File: src/rtl/sad_pkg.sv
// Constants, region table and types shared by the system address decoder
package sad_pkg;

	// Clock figures
	localparam int unsigned CLK_HZ        = 100_000_000;
	localparam int unsigned PERIPH_HZ     = 25_000_000;
	localparam int unsigned PERIPH_HALF   = CLK_HZ / (2 * PERIPH_HZ);
	localparam int unsigned FLASH_SCK_MAX = 50_000_000;
	localparam int unsigned I2C_SCL_MAX   = 100_000;
	// Least divider that keeps each serial clock at or below its ceiling
	localparam int unsigned FLASH_SCK_DIV_C = (PERIPH_HZ + FLASH_SCK_MAX - 1) / FLASH_SCK_MAX;
	localparam int unsigned FLASH_SCK_DIV   = (FLASH_SCK_DIV_C < 1) ? 1 : FLASH_SCK_DIV_C;
	localparam int unsigned I2C_SCL_DIV     = (PERIPH_HZ + I2C_SCL_MAX - 1) / I2C_SCL_MAX;

	// Direct-read fetch commands by line count
	localparam logic [7:0] CMD_FAST_SINGLE = 8'h0B;
	localparam logic [7:0] CMD_FAST_DUAL   = 8'hBB;
	localparam logic [7:0] CMD_FAST_QUAD   = 8'hEB;
	localparam int unsigned QUEUE_DEPTH    = 16;
	localparam int unsigned I2C_ADDR_BITS  = 7;

	// Mode selector register
	localparam logic [31:0] SEL_ADDR      = 32'hE400_0000;
	localparam logic [31:0] SEL_MASK      = 32'h0000_0FFF;
	localparam int unsigned SEL_MODE_BIT  = 1;
	localparam logic        SEL_MODE_RST  = 1'b0;

	// Target regions, index order is the target select bit order
	localparam int unsigned NRGN = 21;
	typedef enum int unsigned {
		RG_DBG, RG_HCR, RG_ILM, RG_CLINT, RG_CMU, RG_INTREG, RG_PLIC, RG_EXTBUS,
		RG_FLASH_MAP, RG_SDRAM, RG_DLM, RG_GPINT, RG_VERSION, RG_GPIO, RG_I2C,
		RG_FLASH_DREG, RG_FLASH_CMD, RG_CARD, RG_UART, RG_RAM0, RG_RAM1
	} sad_rgn_t;

	localparam logic [31:0] RGN_BASE [0:NRGN-1] = '{
		32'h0000_0000, 32'h0000_8000, 32'h0180_0000, 32'h0200_0000,
		32'h0210_0000, 32'h0210_1000, 32'h0C00_0000, 32'h2000_0000,
		32'h4000_0000, 32'h6000_0000, 32'h7000_0000, 32'hE000_0000,
		32'hE1FF_F000, 32'hE400_1000, 32'hE400_2000, 32'hE400_3000,
		32'hE400_4000, 32'hE400_5000, 32'hE400_6000, 32'hE880_0000,
		32'hE890_0000
	};
	// Window size minus one
	localparam logic [31:0] RGN_MASK [0:NRGN-1] = '{
		32'h0000_3FFF, 32'h0000_7FFF, 32'h0001_FFFF, 32'h0000_FFFF,
		32'h0000_0FFF, 32'h0000_0FFF, 32'h003F_FFFF, 32'h000F_FFFF,
		32'h01FF_FFFF, 32'h0FFF_FFFF, 32'h0000_FFFF, 32'h0000_0FFF,
		32'h0000_0FFF, 32'h0000_0FFF, 32'h0000_0FFF, 32'h0000_0FFF,
		32'h0000_0FFF, 32'h0000_0FFF, 32'h0000_0FFF, 32'h0000_FFFF,
		32'h0000_FFFF
	};

	// Access sequencer states
	typedef enum logic [3:0] {
		ST_IDLE = 4'b0001,
		ST_HOLD = 4'b0010,
		ST_FWD  = 4'b0100,
		ST_RESP = 4'b1000
	} sad_state_t;

endpackage

File: src/rtl/sad_path_sel.sv
// Flash path mode selector register
`timescale 1ns/1ps
module sad_path_sel
	import sad_pkg::*;
(
	input  wire logic        sys_clk,
	input  wire logic        srst,
	input  wire logic        wr_en,
	input  wire logic [31:0] wdata,
	output logic             cmd_mode,
	output logic [31:0]      rdata
);

	logic mode_r;
	logic mode_nxt;

	// Only the mode bit is stored; the rest are reserved
	assign mode_nxt = wr_en ? wdata[SEL_MODE_BIT] : mode_r;

	// Direct-read path is live before any software runs
	always_ff @(posedge sys_clk)
	begin
		if (srst)
			mode_r <= SEL_MODE_RST; // RL24
		else
			mode_r <= mode_nxt; // RL11
	end

	assign cmd_mode = mode_r;

	// Reserved bits read as zero
	always_comb
	begin
		rdata = 32'h0000_0000;
		rdata[SEL_MODE_BIT] = mode_r;
	end
endmodule

File: src/rtl/sad_decoder.sv
// System address decoder with flash path steering and platform set-up
//
// Notes on behaviour
// [RL1] Debug registers: 16KB at zero
// [RL2] Hart context registers: 32KB at 0000_8000
// [RL3] Instruction local memory: 128KB at 0180_0000
// [RL4] Interruptor and timer: 64KB at 0200_0000
// [RL5] Clock management 4KB, internal regs next 4KB
// [RL6] Interrupt controller: 4MB at 0C00_0000
// [RL7] External bus 1MB at 2000_0000, unconnected
// [RL8] Data local memory: 64KB at 7000_0000
// [RL9] Flash contents mapped 32MB at 4000_0000
// [RL10] Flash register windows E400_3000 and E400_4000
// [RL11] Selector bit 1: 0 direct-read, 1 command
// [RL12] Software uses only the selected mode's windows
// [RL13] Direct-read fetch command 0B, BB or EB
// [RL14] Direct-read path fixed to single-line fetch
// [RL15] Command-mode queues hold 16 entries each
// [RL16] Flash serial clock at most 50 MHz
// [RL17] Calendar I2C window at E400_2000
// [RL18] I2C master, 7-bit addressing, at most 100 kHz
// [RL19] Card SPI window at E400_5000
// [RL20] SDRAM initialises itself after reset release
// [RL21] Processor and peripherals share one 25MHz clock
// [RL22] Atomics target only internal processor memories
// [RL23] Reserved or deselected windows answer bus error
// [RL24] Selector resets to direct-read mode
`timescale 1ns/1ps
module sad_decoder
	import sad_pkg::*;
#(
	parameter int unsigned FLASH_LINES = 1,
	parameter int unsigned QDEPTH      = sad_pkg::QUEUE_DEPTH
)
(
	input  wire logic               sys_clk,
	input  wire logic               srst,
	input  wire logic               cpu_req,
	input  wire logic [31:0]        cpu_addr,
	input  wire logic               cpu_we,
	input  wire logic [31:0]        cpu_wdata,
	output logic                    cpu_ready,
	output logic                    cpu_ack_r,
	output logic                    cpu_err_r,
	output logic [31:0]             cpu_rdata_r,
	output logic                    tgt_req_r,
	output logic [sad_pkg::NRGN-1:0] tgt_sel_r,
	output logic [31:0]             tgt_addr_r,
	output logic                    tgt_we_r,
	output logic [31:0]             tgt_wdata_r,
	input  wire logic               tgt_ack,
	input  wire logic [31:0]        tgt_rdata,
	output logic                    flash_cmd_mode_r,
	output logic [7:0]              flash_read_cmd_r,
	output logic [7:0]              flash_sck_div_r,
	output logic [4:0]              queue_depth_r,
	output logic [15:0]             i2c_scl_div_r,
	output logic [3:0]              i2c_addr_bits_r,
	output logic                    sdram_init_req_r,
	input  wire logic               sdram_init_done,
	output logic                    periph_clk_r
);

	// Refuse builds the logic cannot serve
	if (FLASH_LINES != 1) begin : g_bad_lines
		$error("direct-read path supports single-line fetch only");
	end
	if (QDEPTH != 16) begin : g_bad_depth
		$error("queue depth must be 16");
	end

	sad_state_t          state_r;
	sad_state_t          state_nxt;
	logic [NRGN-1:0]     hit;
	logic                sel_hit;
	logic                any_hit;
	logic                mode_clash;
	logic                bad_addr;
	logic                local_ans;
	logic                take;
	logic                sdram_ok_r;
	logic                cmd_mode;
	logic [31:0]         sel_rdata;
	logic                sel_wr;
	logic [1:0]          div_cnt_r;
	logic [7:0]          fetch_cmd;
	logic                resp_err_nxt;
	logic [31:0]         resp_data_nxt;

	// One comparator per window, base plus size-minus-one mask
	genvar gi;
	generate
		for (gi = 0; gi < NRGN; gi++) begin : g_hit
			assign hit[gi] = (cpu_addr & ~RGN_MASK[gi]) == RGN_BASE[gi]; // RL1 RL2 RL3 RL4 RL5 RL6 RL8 RL9
		end
	endgenerate

	// Selector register and fault classification
	assign sel_hit    = (cpu_addr & ~SEL_MASK) == SEL_ADDR; // RL11
	assign any_hit    = |hit;
	// Windows of the idle flash mode are refused, not forwarded
	assign mode_clash = cmd_mode ? (hit[RG_FLASH_MAP] | hit[RG_FLASH_DREG])
	                             : hit[RG_FLASH_CMD]; // RL10 RL12
	assign bad_addr   = (!any_hit && !sel_hit) || mode_clash; // RL23
	// Unconnected external bus answers locally with zero data
	assign local_ans  = bad_addr || sel_hit || hit[RG_EXTBUS]; // RL7
	assign take       = cpu_req && state_r == ST_IDLE;
	assign sel_wr     = take && sel_hit && cpu_we;
	assign cpu_ready  = state_r[0];

	sad_path_sel u_path_sel (
		.sys_clk  (sys_clk),
		.srst     (srst),
		.wr_en    (sel_wr),
		.wdata    (cpu_wdata),
		.cmd_mode (cmd_mode),
		.rdata    (sel_rdata)
	);

	// Sequencer next state; SDRAM waits until its set-up has finished
	always_comb
	begin
		state_nxt = state_r;
		case (state_r)
			ST_IDLE:
				if (take)
				begin
					if (local_ans)
						state_nxt = ST_RESP;
					else if (hit[RG_SDRAM] && !sdram_ok_r)
						state_nxt = ST_HOLD; // RL20
					else
						state_nxt = ST_FWD;
				end
			ST_HOLD:
				if (sdram_ok_r)
					state_nxt = ST_FWD;
			ST_FWD:
				if (tgt_ack)
					state_nxt = ST_RESP;
			ST_RESP:
				state_nxt = ST_IDLE;
			default:
				state_nxt = ST_IDLE;
		endcase
	end

	// Answer data: selector contents, zero, or the target's word
	assign resp_err_nxt  = take && bad_addr; // RL23
	assign resp_data_nxt = (state_r == ST_FWD) ? tgt_rdata :
	                       (take && sel_hit && !cpu_we) ? sel_rdata : 32'h0000_0000;

	always_ff @(posedge sys_clk)
	begin
		if (srst)
			state_r <= ST_IDLE;
		else
			state_r <= state_nxt;
	end

	// Processor answer, one cycle wide
	always_ff @(posedge sys_clk)
	begin
		if (srst)
		begin
			cpu_ack_r   <= 1'b0;
			cpu_err_r   <= 1'b0;
			cpu_rdata_r <= 32'h0000_0000;
		end
		else
		begin
			cpu_ack_r   <= (take && local_ans) || (state_r == ST_FWD && tgt_ack);
			cpu_err_r   <= resp_err_nxt;
			cpu_rdata_r <= resp_data_nxt;
		end
	end

	// Target side: request strobe one cycle, select held through the access
	always_ff @(posedge sys_clk)
	begin
		if (srst)
		begin
			tgt_req_r <= 1'b0;
			tgt_sel_r <= '0;
		end
		else
		begin
			tgt_req_r <= state_nxt == ST_FWD && state_r != ST_FWD;
			if (take)
				tgt_sel_r <= local_ans ? '0 : hit; // RL17 RL19
			else if (state_nxt == ST_IDLE)
				tgt_sel_r <= '0;
		end
	end

	// Address and data captured once at take
	always_ff @(posedge sys_clk)
	begin
		if (srst)
		begin
			tgt_addr_r  <= 32'h0000_0000;
			tgt_we_r    <= 1'b0;
			tgt_wdata_r <= 32'h0000_0000;
		end
		else if (take)
		begin
			tgt_addr_r  <= cpu_addr;
			tgt_we_r    <= cpu_we;
			tgt_wdata_r <= cpu_wdata;
		end
	end

	// SDRAM set-up is requested by hardware right after reset
	always_ff @(posedge sys_clk)
	begin
		if (srst)
		begin
			sdram_ok_r       <= 1'b0;
			sdram_init_req_r <= 1'b0;
		end
		else
		begin
			sdram_ok_r       <= sdram_ok_r | sdram_init_done; // RL20
			sdram_init_req_r <= !(sdram_ok_r | sdram_init_done); // RL20
		end
	end

	// Fixed single-line fetch; other widths kept for completeness
	assign fetch_cmd = (FLASH_LINES == 4) ? CMD_FAST_QUAD :
	                   (FLASH_LINES == 2) ? CMD_FAST_DUAL : CMD_FAST_SINGLE; // RL13 RL14

	// Static peripheral settings and the flash mode copy, registered so outputs come from flops
	always_ff @(posedge sys_clk)
	begin
		if (srst)
		begin
			flash_cmd_mode_r <= SEL_MODE_RST;
			flash_read_cmd_r <= 8'h00;
			flash_sck_div_r  <= 8'h00;
			queue_depth_r    <= 5'h00;
			i2c_scl_div_r    <= 16'h0000;
			i2c_addr_bits_r  <= 4'h0;
		end
		else
		begin
			flash_cmd_mode_r <= cmd_mode; // RL11
			flash_read_cmd_r <= fetch_cmd; // RL13
			flash_sck_div_r  <= 8'(FLASH_SCK_DIV); // RL16
			queue_depth_r    <= 5'(QDEPTH); // RL15
			i2c_scl_div_r    <= 16'(I2C_SCL_DIV); // RL18
			i2c_addr_bits_r  <= 4'(I2C_ADDR_BITS); // RL18
		end
	end

	// Shared peripheral clock derived by division; no second domain here
	always_ff @(posedge sys_clk)
	begin
		if (srst)
		begin
			div_cnt_r    <= 2'h0;
			periph_clk_r <= 1'b0;
		end
		else if (div_cnt_r == 2'(PERIPH_HALF - 1))
		begin
			div_cnt_r    <= 2'h0;
			periph_clk_r <= !periph_clk_r; // RL21
		end
		else
			div_cnt_r <= div_cnt_r + 2'h1;
	end
endmodule

File: config.mk
export PLATFORM = sky130hd
export DESIGN_NAME = sad_decoder
export DESIGN_NICKNAME = d
export VERILOG_FILES = /design/src/rtl/sad_pkg.sv /design/src/rtl/sad_path_sel.sv /design/src/rtl/sad_decoder.sv
export SDC_FILE = /design/constraint.sdc
export NUM_CORES = 1
export LEC_CHECK = 0
export BUFFER_PORTS_ARGS = -buffer_cell sky130_fd_sc_hd__buf_2
export CAP_MARGIN = 20
export CORE_MARGIN = 10
export CORE_UTILIZATION = 46
export DETAILED_ROUTE_END_ITERATION = 16
export PLACE_DENSITY = 0.81
export RECOVER_POWER = 25
export REMOVE_ABC_BUFFERS = 1
export SLEW_MARGIN = 20
export SYNTH_ARGS = -nofsm -noshare
export SYNTH_HDL_FRONTEND = slang
export SYNTH_SLANG_ARGS = --single-unit
File: constraint.sdc
create_clock -name sys_clk -period 3.1 [get_ports sys_clk]
set_clock_uncertainty 0.15 [all_clocks]
set_input_delay 0.775 -clock sys_clk [delete_from_list [all_inputs] [get_ports sys_clk]]
set_output_delay 0.775 -clock sys_clk [all_outputs]
set_load 0.05 [all_outputs]
# Word-level counts from Yosys, hierarchy flattened
# Cells that the tools add are included.
# word_totals
ff_bits,173
latch_bits,0
ramBits,0
rom_bits,0
output_inout_bits,166
elab_cells,92
memories,0
# classes
add_sub_neg,1
n_mul,0
n_div,0
magnitude_cmp,0
n_eq_ne,28
shift,0
muxes,17
n_bitwise,2
reduce_logical,24
# op_table
cell,count
$eq 20x20->1 const B,9
$mux 21,3
$eq 20x14->1 const B,2
$eq 16x16->1 const B,2
$logic_not 32->1,1
$mux 32,1
$reduce_or 21->1,1
$mux 4,5
$eq 17x1->1 const B,1
$eq 16x10->1 const B,1
$eq 16x15->1 const B,1
$eq 15x8->1 const B,1
$eq 12x10->1 const B,1
$eq 4x3->1 const B,3
$pmux 4 s3,1
$eq 10x6->1 const B,1
$logic_and 1x1->1,10
$eq 4x1->1 const B,2
$mux 8,1
$eq 7x6->1 const B,1
$logic_not 1->1,6
$mux 3,2
$mux 5,1
$eq 4x2->1 const B,1
9 further kinds,14

# Depth between registers and ports, before layout
# Gate-level depths: netlist of the first run.
# depth
ltp_word,13
mapped_depth,9
ltp_nobuf,7

# Cells and area by module
# From an unflattened synthesis of the first run, not the netlist that was laid out.
# unflattened
cells_unflattened,657
hier_area_um2,5811.8
# modules_own_cells
module,instances,cells_per_inst,area_each_um2,seq_area_each_um2
sad_decoder,1,621,5534.1,2642.5
sad_path_sel,1,36,277.8,20.0

# Worst setup path after synthesis of the first run
# OpenSTA, ideal clock, no wires.
# synth_timing
path_type,in2reg
from,in cpu_addr[28]
to,reg tgt_sel_r[10] (netlist name)
setup_time_ns,0.096
t_arrival_ns,2.431
required_time_ns,2.854
path_slack_ns,0.424
path_stages,9
n_path_buf,2
cell_sequence,buf_4 -> or4_4 -> mux2_2 -> o22ai_2 -> nor4b_1 -> a21oi_2 -> nand2_2 -> buf_6 -> o41ai_2
# synth_between
elab_chain_len,12
elab_cells_between_ends,40
classes_between,22 x eq/ne; 7 x mux; 1 x bitwise; 10 x reduce/logical
# synth_rtl
item,line_no,source
"start, declared",sad_decoder.sv:39,"input wire logic [31:0] cpu_addr,"
$eq 20x14->1 (tied with other cells),sad_decoder.sv:94,assign hit[gi] = (cpu_addr & ~RGN_MASK[gi]) == RGN_BASE[gi];
$reduce_or 21->1,sad_decoder.sv:100,assign any_hit = |hit;
$logic_not 1->1,sad_decoder.sv:104,assign bad_addr = (!any_hit && !sel_hit) || mode_clash;
$logic_and 1x1->1,sad_decoder.sv:104,
$logic_or 1x1->1,sad_decoder.sv:104,
$logic_or 1x1->1 (2 in series),sad_decoder.sv:106,assign local_ans = bad_addr || sel_hit || hit[RG_EXTBUS];
$mux 4,sad_decoder.sv:128,if (local_ans)
$mux 4,sad_decoder.sv:126,if (take)
$pmux 4 s3,sad_decoder.sv:124,case (state_r)
$eq 4x1->1,sad_decoder.sv:191,else if (state_nxt == ST_IDLE)
$reduce_bool 2->1 (no line),n/a,
"end signal, assigned",sad_decoder.sv:190,tgt_sel_r <= local_ans ? '0 : hit;
"end, declared",sad_decoder.sv:47,"output logic [sad_pkg::NRGN-1:0] tgt_sel_r,"
# Several ways; a longest one is shown, not always the timed one.
# A chain may end at the register's enable or synchronous reset.

# Worst setup path after layout of the first run
# layout_timing
from,in cpu_addr[16]
to,reg tgt_sel_r[13] (netlist name)
# layout_between
elab_chain_len,12
elab_cells_between_ends,33
classes_between,17 x eq/ne; 6 x mux; 1 x bitwise; 9 x reduce/logical
# layout_rtl
item,line_no
$eq 20x14->1 (tied with other cells),sad_decoder.sv:94
$reduce_or 21->1,sad_decoder.sv:100
$logic_not 1->1,sad_decoder.sv:104
$logic_and 1x1->1,sad_decoder.sv:104
$logic_or 1x1->1,sad_decoder.sv:104
$logic_or 1x1->1 (2 in series),sad_decoder.sv:106
$mux 4,sad_decoder.sv:128
$mux 4,sad_decoder.sv:126
$pmux 4 s3,sad_decoder.sv:124
$eq 4x1->1,sad_decoder.sv:191
$reduce_bool 2->1 (no line),n/a
# Several ways; a longest one is shown, not always the timed one.

==> impl_metrics.py, run 1 <==
metrics = {
    "layout": {
        "stdcell_count": 992,
        "layout-drive-gt1-share_pct": 32.9,
        "area_growth_syn_to_layout_pct": 31.8,
        "final_cell_mix": "211 x buf_2, 151 x nand2_1, 133 x dfxtp_1",
        "fin_nets": 939,
        "antenna_cells": 0,
        "multi_input_comb_area_um2": 2230,
        "fill_cells": 1048,
        "ff_latch_area_um2": 2660,
        "layout_commonest_cell": "buf_2",
        "finish.utilization_pct": 61.5,
    },
    "synthesis": {
        "yosysUniqueCellTypes": 57,
        "seq_area_frac_synth_pct": 50.4,
        "yosys_warnings": 0,
        "synthArstFlopShare_pct": 0,
        "synth_edf_count": 0,
        "synth_area_um2": 5280,
        "avgSynthCellArea_um2": 8.59,
        "postSynthRegisterBits": 133,
        "syn_inst": 615,
        "synth_top_flop_cell": "dfxtp_1",
    },
    "routing": {
        "via_count": 5071,
        "finalWirelength_mm": 17.1,
        "routedWlPerCell_um": 17.3,
        "drcViolationCount": 0,
        "drtIter0Drc": 402,
        "drtPass1Iterations": 5,
        "viasPerCell": 5.11,
        "drtAntennaViolNets": 0,
    },
    "critical_path": {
        "endpoint_kind": "flip-flop",
        "ff2ff_setup_slack_ns": 0.56,
        "crit_path_max_incr_delay_ns": 0.60,
        "r2r-start": "state_r[0]",
        "path_cells": "buf_2 > or4_1 > nor3_1 > a31oi_1 > o211ai_4 > a21oi_2 > nand2_2 > o21ai_0",
        "cp-start-kind": "input port",
        "cp_slowest_cell": "or4_1",
        "cp.arrival_ns": 2.79,
        "worstPathMaxFanout": 12,
        "r2r_end": "tgt_sel_r[14]",
        "crit_type": "input port to flip-flop",
        "r2r_cells": 7,
        "critical_path_required_ns": 3.25,
    },
    "placement": {
        "pre_cts_ws_ns": 0.0721,
        "hpwlAfterDp_mm": 12.9,
        "placed_cells": 960,
        "gp_congestion": 0.932,
        "portBuffers": 240,
    },
    "clock_network": {
        "cts_tree": "done",
        "cts_buffer_depth": 2,
        "post_cts_buffers": 0,
        "clock_latency_ns": 0.42,
        "cts.reportedPaths.clkPinSlew_ns": 0.06,
        "htree_levels": 4,
        "postCtsHoldBufs": 0,
        "cts-root-buf": "clkbuf_16",
        "post_cts_resize_count": 0,
        "cts_made_buffers": 17,
        "cts_sinks": 133,
    },
    "power": {
        "leakage_nw": 3.24,
        "power_frac_clock_pct": 44.2,
        "internal_power_mw": 3.23,
        "ir_drop_mv": 0.479,
        "p_seq_share_pct": 39.6,
        "comb_power_share_pct": 16.2,
        "p_per_area_nw_per_um2": 660,
        "power_switching_mw": 1.36,
        "p_total_mw": 4.60,
        "swShare_pct": 29.6,
    },
    "floorplanning": {
        "dieHeight_um": 127,
        "ios": 268,
        "initial_utilization_pct": 46.7,
        "fp.dieArea_um2": 16200,
        "die_x_um": 127,
        "row_count": 39,
        "coreArea_um2": 11300,
    },
    "grt": {
        "grtUsageTotal_pct": 20.2,
        "grt_first_pass_wirelength_mm": 26.1,
        "grt_max_degree": 68,
        "antenna_found_initial": 0,
        "grt_pass1_vias": 4886,
        "grt_overflow": 0,
    },
    "sta": {
        "hold_viol_final": 0,
        "fmax_mhz": 379,
        "timing.final.crit_share_pct": 85.2,
        "post-route-min-period_ns": 2.64,
        "slew-limit-headroom_pct": 24.6,
        "slew_viol_final": 0,
        "tightest_slew_ns": 1.13,
        "setup_slack_ns": 0.458,
        "finalSetupTns_ns": 0,
        "rsz0062_at_grt": "no",
        "setup_viol": 0,
    },
    "status": {
        "outcome": "finished, final reports clean",
    },
    "min_path": {
        "hold_path_class": "flip-flop to flip-flop",
        "worstHoldStart": "div_cnt_r[0]",
        "worstHoldPathCells": 1,
        "whs_endpoint": "div_cnt_r[0]",
    },
    "run": {
        "cap_violations": 0,
    },
}
[Yosys cell counts, drive strengths merged (2+ instances only)]
cell / count / area share (%)
o22ai: 2 / 0.36
clkbuf: 30 / 2.1
o41ai: 5 / 1.3
buf: 50 / 7.0
nand4: 9 / 1.2
nor4b: 4 / 0.66
a31oi: 2 / 0.24
o21ai: 11 / 1.0
nand2: 152 / 11
nor3: 14 / 1.6
a32o: 3 / 0.57
nor4: 8 / 1.4
or3: 2 / 0.24
inv: 5 / 0.36
o211ai: 2 / 0.54
a21oi: 75 / 7.2
nand2b: 7 / 0.83
dfxtp: 133 / 50
or4: 2 / 0.36
nand3: 14 / 1.3
and2: 2 / 0.28
and3: 34 / 4.1
nand4b: 3 / 0.50
nor2b: 5 / 0.59
nor2: 20 / 1.4
a22o: 5 / 0.83
[critical path, delay by kind of cell]
family / cells / cell delay, ns
AO/OA/AOI/OAI: 4 / 0.72
buffers and inverters: 1 / 0.13
AND/OR/NAND/NOR: 3 / 1.15
[through the flow]
| stage | hold slack (ns) | instance area [um^2] |
|---|---|---|
| final | 0.276 | 6960 |
| after global placement | 0.266 | 6410 |
| after detailed placement | 0.273 | 6410 |
| after global routing | 0.304 | 6960 |
| after floorplan | 0.250 | 4890 |
| after CTS | 0.282 | 7010 |
[worst max path at each step]
| stage | startpoint | to | slack (ns) |
|---|---|---|---|
| after floorplan | flash_read_cmd_r[1] | flash_read_cmd_r[0] | -2.60 |
| after global placement | cpu_addr[16] | tgt_sel_r[20] | 0.14 |
| after detailed placement | cpu_addr[16] | tgt_sel_r[13] | 0.07 |
| after CTS | cpu_addr[16] | tgt_sel_r[13] | 0.52 |
| after global routing | state_r[0] | tgt_sel_r[14] | 0.27 |
| final | cpu_addr[16] | tgt_sel_r[13] | 0.46 |
[state kept, by name, indices dropped and copies added, names as in the netlist]
signal	flops
u_path_sel.cmd_mode	1
sdram_init_req_r	1
sdram_ok_r	1
div_cnt_r	2
flash_read_cmd_r	1
state_r	4
tgt_sel_r	21
tgt_req_r	1
flash_cmd_mode_r	1
cpu_ack_r	1
cpu_err_r	1
tgt_addr_r	32
tgt_we_r	1
cpu_rdata_r	32
periph_clk_r	1
tgt_wdata_r	32
[kinds of logic (layout without fill, tap and decap cells)]
group | after synthesis | count (layout) | synth area share (%)
buffers and inverters | 85 | 293 | 9.52
AO/OA/AOI/OAI | 111 | 111 | 13.0
adder cells (fa/ha/maj) | 1 | 1 | 0.237
multiplexers | 1 | 1 | 0.213
AND/OR/NAND/NOR | 282 | 282 | 26.4
flip-flops | 133 | 133 | 50.4
XOR/XNOR | 1 | 1 | 0.166
other | 1 | 27 | 0.0710
[metal layers]
metal / GRT usage [%] / vias up / share of wire [%]
met2: 33.2 / 255 / 48
met4: 9.24 / 0 / 2.5
met3: 10.0 / 31 / 11
met1: 21.4 / 2309 / 39
met5: 0 / - / 0
li1: - / 2476 / -
[final cells by class]
class,count,area share (%)
clock inverters,13,2.25
clock buffers,19,6.36
repair buffers,256,18.3
inverters,5,0.270
multi-input cells,423,32.0
flip-flops and latches,133,38.2
well taps,143,2.57
[power by group through the flow]
stage | logic, mW | registers (mW) | clock network (mW)
finish | 0.745 | 1.82 | 2.03
global route | 0.795 | 1.83 | 2.15
CTS | 0.749 | 1.82 | 2.07
detailed placement | 0.747 | 1.86 | 0
global placement | 0.742 | 1.85 | 0
floorplan | 0.232 | 2.12 | 0
(Power assumes the default switching activity.)
==> run 2: changes to the inputs <==
--- a/config.mk
+++ b/config.mk
@@ -5,15 +5,16 @@
 export SDC_FILE = /design/constraint.sdc
 export NUM_CORES = 1
 export LEC_CHECK = 0
-export BUFFER_PORTS_ARGS = -buffer_cell sky130_fd_sc_hd__buf_2
 export CAP_MARGIN = 20
 export CORE_MARGIN = 10
-export CORE_UTILIZATION = 46
+export CORE_UTILIZATION = 50
 export DETAILED_ROUTE_END_ITERATION = 16
-export PLACE_DENSITY = 0.81
+export DONT_BUFFER_PORTS = 1
+export HOLD_SLACK_MARGIN = 0.02
 export RECOVER_POWER = 25
 export REMOVE_ABC_BUFFERS = 1
 export SLEW_MARGIN = 20
 export SYNTH_ARGS = -nofsm -noshare
 export SYNTH_HDL_FRONTEND = slang
+export SYNTH_HIERARCHICAL = 1
 export SYNTH_SLANG_ARGS = --single-unit
==> run 2 against run 1 <==
Compared with the run above:
- global-route usage decreased by 1.3 points
- clock power decreased by 6%
- critical endpoint is now state_r[3]
- synthesized area increased by 10%
- maximum frequency rose by 1.8%
- worst setup slack improved by 0.046 ns
- final cell count down 21%
- non-clock buffer count fell by 246
- synthesized cell count is 6.8% higher
- critical path type unchanged
- sequential share of layout area rose by 6.2 points
- register-to-register slack improved by 0.19 ns
==> impl_metrics.py, run 2 <==
metrics = {
    "clock_network": {
        "clock_latency_ns": 0.41,
        "cts_buffer_depth": 2,
        "postCtsHoldBufs": 0,
        "post_cts_resize_count": 0,
        "cts-root-buf": "clkbuf_16",
        "cts.reportedPaths.clkPinSlew_ns": 0.05,
        "cts_tree": "done",
        "cts_sinks": 133,
        "htree_levels": 4,
        "cts_made_buffers": 17,
        "post_cts_buffers": 0,
    },
    "routing": {
        "drtAntennaViolNets": 0,
        "drcViolationCount": 0,
        "drtIter0Drc": 360,
        "routedWlPerCell_um": 20.5,
        "drtPass1Iterations": 5,
        "via_count": 4292,
        "finalWirelength_mm": 16.1,
        "viasPerCell": 5.46,
    },
    "power": {
        "power_switching_mw": 1.22,
        "swShare_pct": 28.4,
        "p_per_area_nw_per_um2": 714,
        "comb_power_share_pct": 7.6,
        "power_frac_clock_pct": 44.4,
        "ir_drop_mv": 0.416,
        "leakage_nw": 2.23,
        "internal_power_mw": 3.07,
        "p_total_mw": 4.29,
        "p_seq_share_pct": 48.1,
    },
    "sta": {
        "tightest_slew_ns": 0.779,
        "holdWs_ns": 0.271,
        "setup_slack_ns": 0.504,
        "rsz0062_at_grt": "no",
        "hold_viol_final": 0,
        "setup_viol": 0,
        "finalSetupTns_ns": 0,
        "post-route-min-period_ns": 2.60,
        "slew_viol_final": 0,
        "slew-limit-headroom_pct": 48.1,
        "timing.final.crit_share_pct": 83.7,
        "fmax_mhz": 385,
    },
    "synthesis": {
        "yosysMostFrequentCell": "nand2_1",
        "avgSynthCellArea_um2": 8.85,
        "yosysTopAreaCellShare_pct": 45.8,
        "syn_inst": 657,
        "synth_largest_area_cell": "dfxtp_1",
        "synth_area_leaders": "dfxtp_1 46%, nand2_1 10%, buf_4 9.3%",
        "synth_top_flop_cell": "dfxtp_1",
        "netlist_top_cells_count": "155 x nand2_1, 133 x dfxtp_1, 72 x buf_4",
        "synth_edf_count": 0,
        "yosys_warnings": 6,
        "seq_area_frac_synth_pct": 45.8,
        "postSynthRegisterBits": 133,
        "synthArstFlopShare_pct": 0,
        "synth_area_um2": 5810,
        "yosysUniqueCellTypes": 57,
    },
    "critical_path": {
        "r2r_cells": 6,
        "ff2ff_setup_slack_ns": 0.75,
        "r2r_end": "tgt_sel_r[17]",
        "cp.arrival_ns": 2.75,
        "crit_path_max_incr_delay_ns": 0.47,
        "crit_type": "input port to flip-flop",
        "path_cells": "nor4b_1 > and3_1 > nor4b_1 > nor4_1 > a21oi_4 > nand2_1 > a32o_1",
        "crit_family": "simple AND/OR/NAND/NOR gates",
        "critical_path_required_ns": 3.25,
        "cp-start-kind": "input port",
        "cp-endpoint": "state_r[3]",
        "worstPathMaxFanout": 6,
        "cp_slowest_cell": "nor4b_1",
        "crit_path_frequent_cell": "nor4b_1",
        "path_depth": 7,
        "cp-startpoint": "cpu_addr[22]",
        "endpoint_kind": "flip-flop",
        "path_buf_inv": 0,
        "r2r-start": "state_r[0]",
    },
    "min_path": {
        "hold_path_class": "input port to flip-flop",
    },
    "grt": {
        "grt_overflow": 0,
        "grt_first_pass_wirelength_mm": 24.4,
        "grt_pass1_vias": 4296,
        "grtUsageTotal_pct": 18.9,
        "grt_max_degree": 112,
        "antenna_found_initial": 0,
    },
    "layout": {
        "final_cell_mix": "154 x nand2_1, 132 x dfxtp_1, 66 x a21oi_1",
        "final_area_um2": 6010,
        "area_growth_syn_to_layout_pct": 3.34,
        "fill_cells": 1074,
        "layout-drive-gt1-share_pct": 12.9,
        "fin_nets": 733,
        "layout_commonest_cell": "nand2_1",
        "reg_top3": "cpu_rdata_r: 32 flops, tgt_addr_r: 32 flops, tgt_wdata_r: 32 flops",
        "antenna_cells": 0,
    },
    "floorplanning": {
        "dieHeight_um": 128,
        "row_count": 39,
        "fp.dieArea_um2": 16300,
        "die_x_um": 128,
        "ios": 268,
        "coreArea_um2": 11400,
        "initial_utilization_pct": 50.9,
    },
    "placement": {
        "pre_cts_ws_ns": 0.217,
        "hpwlAfterDp_mm": 11.9,
        "portBuffers": 0,
        "placed_area_um2": 5610,
        "gp_congestion": 0.909,
    },
    "status": {
        "outcome": "finished, final reports clean",
    },
    "run": {
        "cap_violations": 0,
    },
}
[run 2: changes by cell type in the layout (fill, tap and decap cells not counted), sizes merged, moves of 6 or more]
cell,previous run,this run
a21oi,75,67
clkbuf,51,31
conb,27,58
o31ai,1,10
a22oi,0,32
nor2,20,50
nand3,14,3
buf,224,8
and3,34,4
o21ai,11,5
[run 2: routing by layer]
layer	track usage, %	up-vias	part of all wire, %
li1	-	2059	-
met1	19.2	1968	35
met2	30.5	227	49
met3	11.4	38	13
met4	8.74	0	2.6
met5	0	-	0
[run 2: area by class of cell]
class	instances	area, um^2	share of cell area (%)
flip-flops and latches	133	2670	44.4
multi-input cells	464	2480	41.4
clock buffers	29	520	8.67
well taps	143	179	2.98
repair buffers	10	101	1.69
clock inverters	3	40.0	0.667
inverters	4	15.0	0.250
[run 2: worst min path at each step]
stage,cells past startpoint,endpoint,startpoint,slack (ns)
5_1_grt,1,sdram_init_req_r,sdram_init_done,0.26
2_1_floorplan,1,div_cnt_r[0],div_cnt_r[0],0.25
3_5_place_dp,1,div_cnt_r[0],div_cnt_r[0],0.28
4_1_cts,1,sdram_init_req_r,sdram_init_done,0.26
6_report,1,tgt_wdata_r[11],srst,0.27
3_3_place_gp,1,div_cnt_r[0],div_cnt_r[0],0.26
[run 2: power groups by stage]
stage	Combinational, mW	Sequential (mW)	Clock [mW]
floorplan	0.233	2.11	0
global placement	0.323	2.10	0
detailed placement	0.331	2.10	0
CTS	0.331	2.07	1.93
global route	0.359	2.07	2.01
finish	0.325	2.06	1.90
[run 2: logic make-up (layout without fill, tap and decap cells)]
group	after synthesis	in the layout	share of synthesized area (%)
and+or+nand+nor	270	270	22.9
xor gates and xnor gates	1	1	0.151
AOI/OAI and AO/OA	133	133	18.0
buffers and inverters	116	46	12.6
muxes	1	1	0.172
adders and majority gates	1	1	0.215
other	2	58	0.129
DFF	133	133	45.8
[run 2: stage by stage]
step | cells | utilization [%]
5_1_grt | 786 | 52.6
3_3_place_gp | 754 | 49.1
3_5_place_dp | 754 | 49.1
2_1_floorplan | 601 | -
4_1_cts | 786 | 54.0
6_report | 786 | 52.6
==> run 3: changes to the inputs <==
--- a/config.mk
+++ b/config.mk
@@ -5,6 +5,7 @@
 export SDC_FILE = /design/constraint.sdc
 export NUM_CORES = 1
 export LEC_CHECK = 0
+export ABC_AREA = 1
 export CAP_MARGIN = 20
 export CORE_MARGIN = 10
 export CORE_UTILIZATION = 50
==> constraint.sdc (replaced) <==
create_clock -name sys_clk -period 2.5 [get_ports sys_clk]
set_clock_uncertainty 0.15 [all_clocks]
set_input_delay 0.625 -clock sys_clk [delete_from_list [all_inputs] [get_ports sys_clk]]
set_output_delay 0.625 -clock sys_clk [all_outputs]
set_load 0.05 [all_outputs]
==> run 3 against run 2 <==
Compared with the run above:
- global-route usage grew 0.79 points
- first-iteration DRC count decreased by 19%
- routed wire length is 2.3% higher
- flip-flop and latch count stayed put
- non-clock buffer count rose by 1
- sequential share of layout area shrank 1.3 points
- synthesized cell count up 20%
- largest cell class unchanged
- register-to-register slack worse by 0.34 ns
- via count is 10% higher
- core utilization rose by 1.6 points
- combinational power rose by 30%
- largest power group unchanged
- final area increased by 3.0%
==> impl_metrics.py, run 3 <==
metrics = {
    "synthesis": {
        "netlist_top_cells_count": "191 x nand2_1, 133 x dfxtp_1, 105 x a21oi_1",
        "synth_top_flop_cell": "dfxtp_1",
        "synth_largest_area_cell": "dfxtp_1",
        "yosys_warnings": 6,
        "synthArstFlopShare_pct": 0,
        "yosysTopAreaCellShare_pct": 45.5,
        "yosysMostFrequentCell": "nand2_1",
        "avgSynthCellArea_um2": 7.45,
        "postSynthRegisterBits": 133,
        "syn_inst": 786,
        "yosysUniqueCellTypes": 31,
        "synth_area_um2": 5850,
        "synth_edf_count": 0,
        "seq_area_frac_synth_pct": 45.5,
        "synth_area_leaders": "dfxtp_1 45%, nand2_1 12%, buf_4 9.2%",
    },
    "floorplanning": {
        "ios": 268,
        "die_x_um": 128,
        "fp.dieArea_um2": 16400,
        "coreArea_um2": 11400,
        "dieHeight_um": 128,
        "row_count": 39,
        "initial_utilization_pct": 51.3,
    },
    "layout": {
        "ff_latch_area_um2": 2670,
        "fill_cells": 1118,
        "antenna_cells": 0,
        "area_growth_syn_to_layout_pct": 5.71,
        "fin_nets": 863,
        "layout_commonest_cell": "nand2_1",
        "layout-drive-gt1-share_pct": 8.06,
        "multi_input_comb_area_um2": 2520,
        "reg_top3": "cpu_rdata_r: 32 flops, tgt_addr_r: 32 flops, tgt_wdata_r: 32 flops",
        "final_cell_mix": "191 x nand2_1, 132 x dfxtp_1, 105 x a21oi_1",
        "stdcell_count": 912,
    },
    "sta": {
        "timing.final.crit_share_pct": 83.5,
        "fmax_mhz": 479,
        "slew-limit-headroom_pct": 31.1,
        "setup_viol": 0,
        "post-route-min-period_ns": 2.09,
        "tightest_slew_ns": 1.03,
        "slew_viol_final": 0,
        "hold_viol_final": 0,
        "rsz0062_at_grt": "no",
    },
    "run": {
        "cap_violations": 0,
    },
    "clock_network": {
        "clock_latency_ns": 0.42,
        "cts_made_buffers": 17,
        "cts_buffer_depth": 2,
        "post_cts_resize_count": 0,
        "postCtsHoldBufs": 0,
        "cts_tree": "done",
        "cts.reportedPaths.clkPinSlew_ns": 0.05,
        "cts_sinks": 133,
        "cts-root-buf": "clkbuf_16",
        "htree_levels": 4,
        "post_cts_buffers": 0,
    },
    "critical_path": {
        "path_cells": "nor2_1 > inv_1 > nor2_1 > nand2_1 > nor2_1 > clkbuf_1 > inv_1 > a21oi_1",
        "endpoint_kind": "flip-flop",
        "cp-start-kind": "flip-flop",
        "crit_family": "buffers and inverters",
        "cp.arrival_ns": 2.26,
        "crit_path_frequent_cell": "nor2_1",
        "path_buf_inv": 3,
        "critical_path_required_ns": 2.67,
        "crit_path_max_incr_delay_ns": 0.49,
        "worstPathMaxFanout": 14,
        "crit_type": "flip-flop to flip-flop",
        "cp_slowest_cell": "clkbuf_1",
    },
    "power": {
        "ir_drop_mv": 0.584,
        "p_total_mw": 5.37,
        "leakage_nw": 2.49,
        "p_per_area_nw_per_um2": 868,
    },
    "routing": {
        "viasPerCell": 5.18,
        "finalWirelength_mm": 16.4,
        "routedWlPerCell_um": 18.0,
        "drtAntennaViolNets": 0,
        "via_count": 4725,
        "drtIter0Drc": 290,
        "drcViolationCount": 0,
        "drtPass1Iterations": 5,
    },
    "grt": {
        "grtUsageTotal_pct": 19.7,
        "antenna_found_initial": 0,
        "grt_max_degree": 98,
        "grt_overflow": 0,
        "gr-usage-met2_pct": 30.2,
        "top_usage_layer": "met2",
        "grt_pass1_vias": 4632,
        "met3_usage_pct": 11.7,
        "grt_first_pass_wirelength_mm": 25.7,
        "grt_use_met1_pct": 22.1,
    },
    "placement": {
        "hpwlAfterDp_mm": 12.6,
        "placed_cells": 884,
        "gp_congestion": 0.868,
        "portBuffers": 0,
    },
    "min_path": {
        "hold_path_class": "input port to flip-flop",
    },
    "status": {
        "outcome": "finished, final reports clean",
    },
}
-- run 3: changes by cell type in the layout (fill, tap and decap cells not counted), moves of 6 or more --
| cell | before | now |
|---|---|---|
| nor2_1 | 20 | 60 |
| o31ai_1 | 7 | 0 |
| a21oi_1 | 66 | 105 |
| inv_1 | 4 | 34 |
| o21ai_0 | 3 | 25 |
| nor4_1 | 7 | 1 |
| nand3_1 | 2 | 75 |
| nand2_1 | 154 | 191 |
| inv_2 | 0 | 6 |
| and2_1 | 6 | 0 |
| a22oi_1 | 30 | 0 |
| nor4b_1 | 6 | 0 |
| nand4_1 | 9 | 1 |
| nor2_2 | 30 | 7 |
-- run 3: worst paths after layout --
kind	slack (ns)	cells past startpoint	from	endpoint
setup / recovery	0.41	8	state_r[3]	cpu_err_r
hold / removal	0.12	1	srst	tgt_wdata_r[16]
setup reg to reg	0.41	8	state_r[3]	cpu_err_r
hold reg to reg	0.27	1	div_cnt_r[0]	div_cnt_r[0]
-- run 3: area by class of cell --
cell class	instances	share of cell area, %
tap	143	2.89
clock buffer	23	7.89
timing repair buffer	11	1.70
clock inverter	5	1.21
sequential	133	43.1
inverter	42	2.55
multi-input combinational	555	40.7
-- run 3: kinds of logic after synthesis --
| group | synth area share (%) |
|---|---|
| simple gates | 26.4 |
| buf+inv | 15.1 |
| compound gates | 12.5 |
| flops | 45.5 |
| other cells | 0.128 |
| xor+xnor | 0.150 |
| fa+ha+maj | 0.214 |
-- run 3: power by group --
part,internal [mW],switching (mW),total [mW]
sequential,2.21,0.358,2.57
clock,1.54,0.834,2.38
combinational,0.0953,0.326,0.421
-- run 3: per-stage QoR --
| stage | util (%) | setup WS, ns | TNS, ns | cell area (um^2) | hold WS [ns] |
|---|---|---|---|---|---|
| 3_3_place_gp | 49.4 | 0.338 | 0 | 5640 | 0.258 |
| 2_1_floorplan | - | -3.05 | -124.03 | 5340 | 0.250 |
| 5_1_grt | 54.2 | 0.207 | 0 | 6190 | 0.0996 |
| 6_report | 54.2 | 0.413 | 0 | 6190 | 0.121 |
| 4_1_cts | 54.3 | 0.454 | 0 | 6200 | 0.111 |
| 3_5_place_dp | 49.4 | 0.349 | 0 | 5640 | 0.264 |
-- run 3: layer usage --
layer  routed length [um]  vias up
met5                    0        -
met4                  172        0
met3                 2130       15
met2                 7720      201
met1                 6430     2148
li1                     -     2361
